## src/pkg/emtor_consts.svh

```systemverilog
// Purpose: constants for the error mask and temperature offset register bank
// Assumes: 8-bit register port from the serial management front end
// Notes: offsets are byte addresses of the register space
// How it works
// - mask bit 0 blocks regulator hot a
// - mask bit 1 blocks regulator hot b
// - mask bit 2 blocks termination a
// - mask bit 3 blocks termination b
// - bits 4,5 block core voltage limits
// - zone a offset added to each sample
// - zone b offset added to each sample
// - adjusted temperature feeds all downstream users
// - offset is signed six bits, bits 5:0
`ifndef EMTOR_CONSTS_SVH
`define EMTOR_CONSTS_SVH
`define EMTOR_ADDR_MISC_MASK   8'hED
`define EMTOR_ADDR_ZONE_A_OFS  8'hEE
`define EMTOR_ADDR_ZONE_B_OFS  8'hEF
`define EMTOR_RST_MISC_MASK    6'h3F
`define EMTOR_RST_ZONE_OFS     6'h00
`define EMTOR_MASK_W           6
`define EMTOR_OFS_W            6
`define EMTOR_TEMP_MAX         8'sh7F
`define EMTOR_TEMP_MIN         8'sh80
`endif

```

## src/pkg/emtor_pkg.sv

```systemverilog
// Purpose: types for the error mask and temperature offset register bank
// Assumes: nothing
// Notes: temperatures are 8-bit signed whole degrees
package emtor_pkg;
	typedef logic [7:0]        emtor_byte_type;
	typedef logic signed [7:0] emtor_temp_type;
	typedef logic [5:0]        emtor_event_type;
endpackage : emtor_pkg

```

## src/core/emtor_regs.sv

```systemverilog
// Purpose: miscellaneous error mask and two zone temperature offset registers
// Assumes: byte register port driven by the serial management front end
// Notes: event outputs and adjusted temperatures lag inputs by one clock
`timescale 1ns/10ps
`default_nettype none
`include "emtor_consts.svh"
module emtor_regs (
	input  wire logic                      sys_clk,
	input  wire logic                      arst_n,
	input  wire emtor_pkg::emtor_byte_type regAddr,
	input  wire emtor_pkg::emtor_byte_type regWdata,
	input  wire logic                      regWrite,
	input  wire logic                      regRead,
	output var  emtor_pkg::emtor_byte_type regRdata,
	output var  logic                      regHit,
	input  wire emtor_pkg::emtor_event_type rawEvent,
	output var  emtor_pkg::emtor_event_type maskedEvent,
	input  wire emtor_pkg::emtor_temp_type zoneATemp,
	input  wire logic                      zoneAValid,
	input  wire emtor_pkg::emtor_temp_type zoneBTemp,
	input  wire logic                      zoneBValid,
	output var  emtor_pkg::emtor_temp_type zoneAAdj,
	output var  logic                      zoneAAdjValid,
	output var  emtor_pkg::emtor_temp_type zoneBAdj,
	output var  logic                      zoneBAdjValid,
	output var  logic [5:0]                errorMask
);
	import emtor_pkg::*;

	// ----------------------------------------
	// registers
	// ----------------------------------------
	logic [5:0] zoneATempOffset;
	logic [5:0] zoneBTempOffset;
	emtor_byte_type next_regRdata;
	logic           next_regHit;

	always_ff @(posedge sys_clk or negedge arst_n) begin
		if (!arst_n) begin
			errorMask <= `EMTOR_RST_MISC_MASK;
		end else if (regWrite && regAddr == `EMTOR_ADDR_MISC_MASK) begin
			errorMask <= regWdata[5:0];
		end
	end

	always_ff @(posedge sys_clk or negedge arst_n) begin
		if (!arst_n) begin
			zoneATempOffset <= `EMTOR_RST_ZONE_OFS;
			zoneBTempOffset <= `EMTOR_RST_ZONE_OFS;
		end else if (regWrite) begin
			if (regAddr == `EMTOR_ADDR_ZONE_A_OFS)
				zoneATempOffset <= regWdata[5:0];
			if (regAddr == `EMTOR_ADDR_ZONE_B_OFS)
				zoneBTempOffset <= regWdata[5:0];
		end
	end

	// ----------------------------------------
	// readback; reserved bits 7:6 read zero
	// ----------------------------------------
	always_comb begin
		next_regHit = 1'b1;
		case (regAddr)
			`EMTOR_ADDR_MISC_MASK:  next_regRdata = {2'h0, errorMask};
			`EMTOR_ADDR_ZONE_A_OFS: next_regRdata = {2'h0, zoneATempOffset};
			`EMTOR_ADDR_ZONE_B_OFS: next_regRdata = {2'h0, zoneBTempOffset};
			default: begin
				next_regRdata = 8'h00;
				next_regHit   = 1'b0;
			end
		endcase
	end

	always_ff @(posedge sys_clk or negedge arst_n) begin
		if (!arst_n) begin
			regRdata <= 8'h00;
			regHit   <= 1'b0;
		end else if (regRead) begin
			regRdata <= next_regRdata;
			regHit   <= next_regHit;
		end
	end

	// ----------------------------------------
	// event masking, one gate per source
	// bit order: hot a, hot b, term a, term b, core volt a, core volt b
	// ----------------------------------------
	genvar i;
	generate
		for (i = 0; i < `EMTOR_MASK_W; i++) begin : gMask
			always_ff @(posedge sys_clk or negedge arst_n) begin
				if (!arst_n)
					maskedEvent[i] <= 1'b0;
				else
					maskedEvent[i] <= rawEvent[i] & ~errorMask[i];
			end
		end
	endgenerate

	// ----------------------------------------
	// zone offsets applied as each sample is produced; downstream
	// readback, limits and fan control see only the adjusted value
	// ----------------------------------------
	emtor_offset_add uZoneA (
		.sys_clk  (sys_clk),
		.arst_n   (arst_n),
		.rawTemp  (zoneATemp),
		.rawValid (zoneAValid),
		.offset   (zoneATempOffset),
		.adjTemp  (zoneAAdj),
		.adjValid (zoneAAdjValid)
	);

	emtor_offset_add uZoneB (
		.sys_clk  (sys_clk),
		.arst_n   (arst_n),
		.rawTemp  (zoneBTemp),
		.rawValid (zoneBValid),
		.offset   (zoneBTempOffset),
		.adjTemp  (zoneBAdj),
		.adjValid (zoneBAdjValid)
	);
endmodule : emtor_regs
`default_nettype wire

```

## src/core/emtor_offset_add.sv

```systemverilog
// Purpose: adds a signed offset to one zone temperature sample
// Assumes: sample and offset are two's complement
// Notes: result saturates rather than wrapping
`timescale 1ns/10ps
`default_nettype none
`include "emtor_consts.svh"
module emtor_offset_add (
	input  wire logic                    sys_clk,
	input  wire logic                    arst_n,
	input  wire emtor_pkg::emtor_temp_type rawTemp,
	input  wire logic                    rawValid,
	input  wire logic [5:0]              offset,
	output var  emtor_pkg::emtor_temp_type adjTemp,
	output var  logic                    adjValid
);
	import emtor_pkg::*;
	logic signed [8:0] sum;
	emtor_temp_type    next_adjTemp;

	// sign-extend the offset; span +31..-32 degrees
	assign sum = 9'(rawTemp) + {{3{offset[5]}}, offset};
	// saturate so a hot reading near full scale never wraps to cold
	always_comb begin
		if (sum > 9'sd127)
			next_adjTemp = `EMTOR_TEMP_MAX;
		else if (sum < -9'sd128)
			next_adjTemp = `EMTOR_TEMP_MIN;
		else
			next_adjTemp = sum[7:0];
	end

	always_ff @(posedge sys_clk or negedge arst_n) begin
		if (!arst_n) begin
			adjTemp  <= 8'sh00;
			adjValid <= 1'b0;
		end else begin
			adjValid <= rawValid;
			if (rawValid)
				adjTemp <= next_adjTemp;
		end
	end
endmodule : emtor_offset_add
`default_nettype wire

```

## config.mk

```make
export PLATFORM = sky130hd
export DESIGN_NAME = emtor_regs
export DESIGN_NICKNAME = d
export VERILOG_FILES = /design/src/pkg/emtor_pkg.sv /design/src/core/emtor_regs.sv /design/src/core/emtor_offset_add.sv
export VERILOG_INCLUDE_DIRS = /design/src /design/src/pkg
export SDC_FILE = /design/constraint.sdc
export NUM_CORES = 1
export LEC_CHECK = 0
export BUFFER_PORTS_ARGS = -buffer_cell sky130_fd_sc_hd__buf_4
export CAP_MARGIN = 20
export CORE_UTILIZATION = 45
export CTS_BUF_LIST = sky130_fd_sc_hd__clkbuf_8
export CTS_CLUSTER_SIZE = 16
export DETAILED_ROUTE_END_ITERATION = 8
export PLACE_DENSITY = 0.71
export SKIP_CTS_REPAIR_TIMING = 1
export SYNTH_ARGS = -nofsm -noshare
export SYNTH_HDL_FRONTEND = slang
export SYNTH_SLANG_ARGS = --single-unit
```

## constraint.sdc

```tcl
create_clock -name sys_clk -period 3 [get_ports sys_clk]
set_clock_uncertainty 0.15 [all_clocks]
set_input_delay 0.15 -clock sys_clk [delete_from_list [all_inputs] [get_ports sys_clk]]
set_output_delay 0.15 -clock sys_clk [all_outputs]
set_load 0.005 [all_outputs]
```

==> flow_metrics.py <==
metrics = {
    "status": {
        "status": "finished clean",
    },
    "final_layout": {
        "n_antenna_cell": 0,
        "drive_gt1_share_pct": 39.34,
        "fill_cells": 505,
        "ff_latch_area_sq_um": 1234,
        "finish.utilization_pct": 63.67,
        "nets": 394,
        "multiInputGateArea_sq_um": 1376,
        "area_delta_synth_final_pct": 32.86,
        "fin_cells": 405,
    },
    "floorplan": {
        "die_h_um": 79.52,
        "coreArea_sq_um": 5642,
        "die-area_sq_um": 6323,
        "fp-row-count": 27,
        "fp.dieW_um": 79.52,
        "start_util_pct": 47.93,
        "num_io_pins": 83,
    },
    "timing": {
        "max_slew_margin_pct": 57.14,
        "setup_tns_ps": 0,
        "rsz0062_at_grt": "no",
        "timing.final.crit_share_pct": 91.39,
        "setup_slack_ps": 258.4,
        "period_needed_ps": 2742,
        "hold_viol": 0,
        "worstMarginPinSlew_ps": 640.5,
        "max_freq_ghz": 0.3647,
        "finalSetupViolCount": 0,
        "slew_viol_final": 0,
        "holdWs_ps": 79.55,
    },
    "setup_path": {
        "cp-start-kind": "flip-flop",
        "worst_ep_required_time_ps": 3030,
        "arrival_ps": 2770,
        "cp_top_family": "adder cells",
        "path_depth": 8,
        "crit_path_end_kind": "flip-flop",
        "critical_path_buf_inv_count": 0,
        "slowest_delay_ps": 420,
        "cpMaxStageDelayCell": "fa_1",
        "crit_chain": "ha_1 > fa_1 > a21o_1 > a221oi_2 > nand2b_1 > a31oi_4 > maj3_2 > mux2_2",
        "worstRegToRegCells": 8,
        "crit_type": "flip-flop to flip-flop",
        "cp_max_fo": 9,
    },
    "synth": {
        "synth-simple-area-share_pct": 7.635,
        "ys_types": 42,
        "synth.mux.area_fraction_pct": 12.49,
        "synth.top_cell.area_share_pct": 39.80,
        "synth.ff_latch_count": 49,
        "synth-edff-count": 0,
        "synth_top_area_cell": "dfrtp_1",
        "netlist_area_sq_um": 2704,
        "synth_compound_gate_area_share_pct": 15.69,
        "syn_inst": 238,
        "yosys_warnings": 0,
        "synth_fa_ha_area_share_pct": 10.97,
        "synthXorXnorAreaFrac_pct": 3.841,
        "synthFlopType": "dfrtp_1",
        "synth_top_family_by_area": "compound AO/OA/AOI/OAI gates",
        "synthArstFlopShare_pct": 100.0,
        "yosysSeqAreaShare_pct": 45.63,
        "yosysMostFrequentCell": "dfrtp_1",
        "avgSynthCellArea_sq_um": 11.36,
        "synth_area_leaders": "dfrtp_1, mux2_2, ha_1",
        "ys_top_cells_by_count": "dfrtp_1, mux2_2, ha_1, inv_1",
    },
    "global_routing": {
        "grt-ovfl-total": 0,
        "gr-usage-met2_pct": 30.85,
        "grt_pass1_vias": 1951,
        "grtUsageMet3_pct": 3.657,
        "use_met1_pct": 24.76,
        "grt_pass1_wl_um": 8976,
        "antenna_found_initial": 0,
        "grt-busiest-layer": "met2",
        "grt_max_degree": 50,
        "grt.total_usage_pct": 18.62,
    },
    "drt": {
        "wl_per_cell_um": 14.43,
        "postRouteAntennaNets": 0,
        "detail_route.iter0.violations": 83,
        "wirelength_um": 5843,
        "drt_first_pass_iters": 4,
        "routed_via_density": 5.188,
        "route.detailed.drc": 0,
        "vias": 2101,
    },
    "clocking": {
        "clkSinkCount": 49,
        "clk_pin_slew_ps": 90,
        "cts_buffer_depth": 2,
        "numCtsBuffers": 5,
        "clock_latency_ps": 290,
        "tritoncts": "done",
        "root_buffer": "clkbuf_8",
        "cts_htree_levels": 2,
    },
    "job": {
        "drv_cap": 0,
    },
    "pwr": {
        "p_leak_nw": 1.741,
        "power_density_nw_per_um2": 425.3,
        "peakVddDrop_mv": 0.2294,
    },
    "worst_hold_path": {
        "holdPathStages": 4,
        "hold_path.class": "primary input to flip-flop",
    },
    "placement": {
        "dp.cells": 381,
        "portBuffers": 78,
        "pre_cts_ws_ps": 272.4,
        "gp_congestion": 0.7435,
        "post-dp-hpwl_um": 4453,
    },
}
sequential cells by signal, indices dropped and copies added (netlist names):
name	flops
errorMask	6
maskedEvent	6
regHit	1
regRdata	6
uZoneA.adjTemp	8
uZoneA.adjValid	1
uZoneB.adjTemp	8
uZoneB.adjValid	1
zoneATempOffset	6
zoneBTempOffset	6
stage by stage:
step | cell area [sq um] | power (mW)
2_1_floorplan | 2708 | 0.9704
4_1_cts | 3432 | 1.535
6_report | 3592 | 1.528
3_5_place_dp | 3346 | 1.145
3_3_place_gp | 3346 | 1.136
5_1_grt | 3592 | 1.620
metal layers:
metal / up-vias / wire (um)
met5: - / 0
met4: 0 / 30
met3: 2 / 225
met2: 49 / 2919
met1: 1003 / 2668
li1: 1047 / -
path summary, 6_finish.rpt:
kind                                           startpoint                        endpoint  slack [ps]
hold / removal                               zoneATemp[0]   uZoneA.adjTemp[0]$_DFFE_PN0P_          80
max in group asynchronous                          arst_n  zoneBTempOffset[4]$_DFFE_PN0P_        2020
min in group asynchronous                          arst_n   uZoneB.adjTemp[6]$_DFFE_PN0P_         250
setup reg to reg           zoneBTempOffset[0]$_DFFE_PN0P_   uZoneB.adjTemp[3]$_DFFE_PN0P_         260
hold reg to reg             uZoneB.adjTemp[4]$_DFFE_PN0P_   uZoneB.adjTemp[4]$_DFFE_PN0P_         360
setup / recovery           zoneBTempOffset[0]$_DFFE_PN0P_   uZoneB.adjTemp[3]$_DFFE_PN0P_         260
worst register-to-register path: stages (launching register included):
cell,delay (ps)
dfrtp_1,410
ha_1,230
fa_1,420
a21o_1,220
a221oi_2,270
nand2b_1,190
a31oi_4,150
maj3_2,340
mux2_2,260
where the power goes:
group / leakage [nW] / internal, mW / switching [mW]
Combinational: 1.08 / 0.219 / 0.169
Sequential: 0.608 / 0.721 / 0.0360
Clock: 0.0497 / 0.163 / 0.219
Total: 1.74 / 1.10 / 0.424
kinds of logic (layout without fill, tap and decap cells):
family	count (synthesis)	in the layout
AOI/OAI and AO/OA	60	60
DFF	49	49
and+or+nand+nor	40	40
muxes	30	30
buffers and inverters	24	118
adders and majority gates	23	23
xor gates and xnor gates	11	11
other	1	2
final cells by class:
class,count,area share (%)
Timing Repair Buffer,94,20.76
Inverter,16,1.672
Clock buffer,5,1.916
Clock inverter,3,0.4876
Sequential cell,49,34.34
Multi-Input combinational cell,166,38.31
Tap cell,72,2.508
cells in the final DEF (no fill, tap or decap), types with 5 or more instances in the layout:
| cell type | count |
|---|---|
| o22ai_1 | 14 |
| mux2_2 | 30 |
| xnor2_1 | 6 |
| buf_4 | 78 |
| dfrtp_1 | 43 |
| nor2b_1 | 9 |
| o211ai_1 | 5 |
| inv_1 | 17 |
| ha_1 | 16 |
| a22oi_1 | 6 |
| dlygate4sd3_1 | 16 |
| maj3_2 | 5 |
| o21ai_0 | 5 |
| dfstp_2 | 6 |
| a21o_1 | 5 |
| clkbuf_8 | 5 |
| nor2_1 | 14 |
| a21oi_1 | 11 |
No activity file was read; power rests on OpenSTA's default activity.
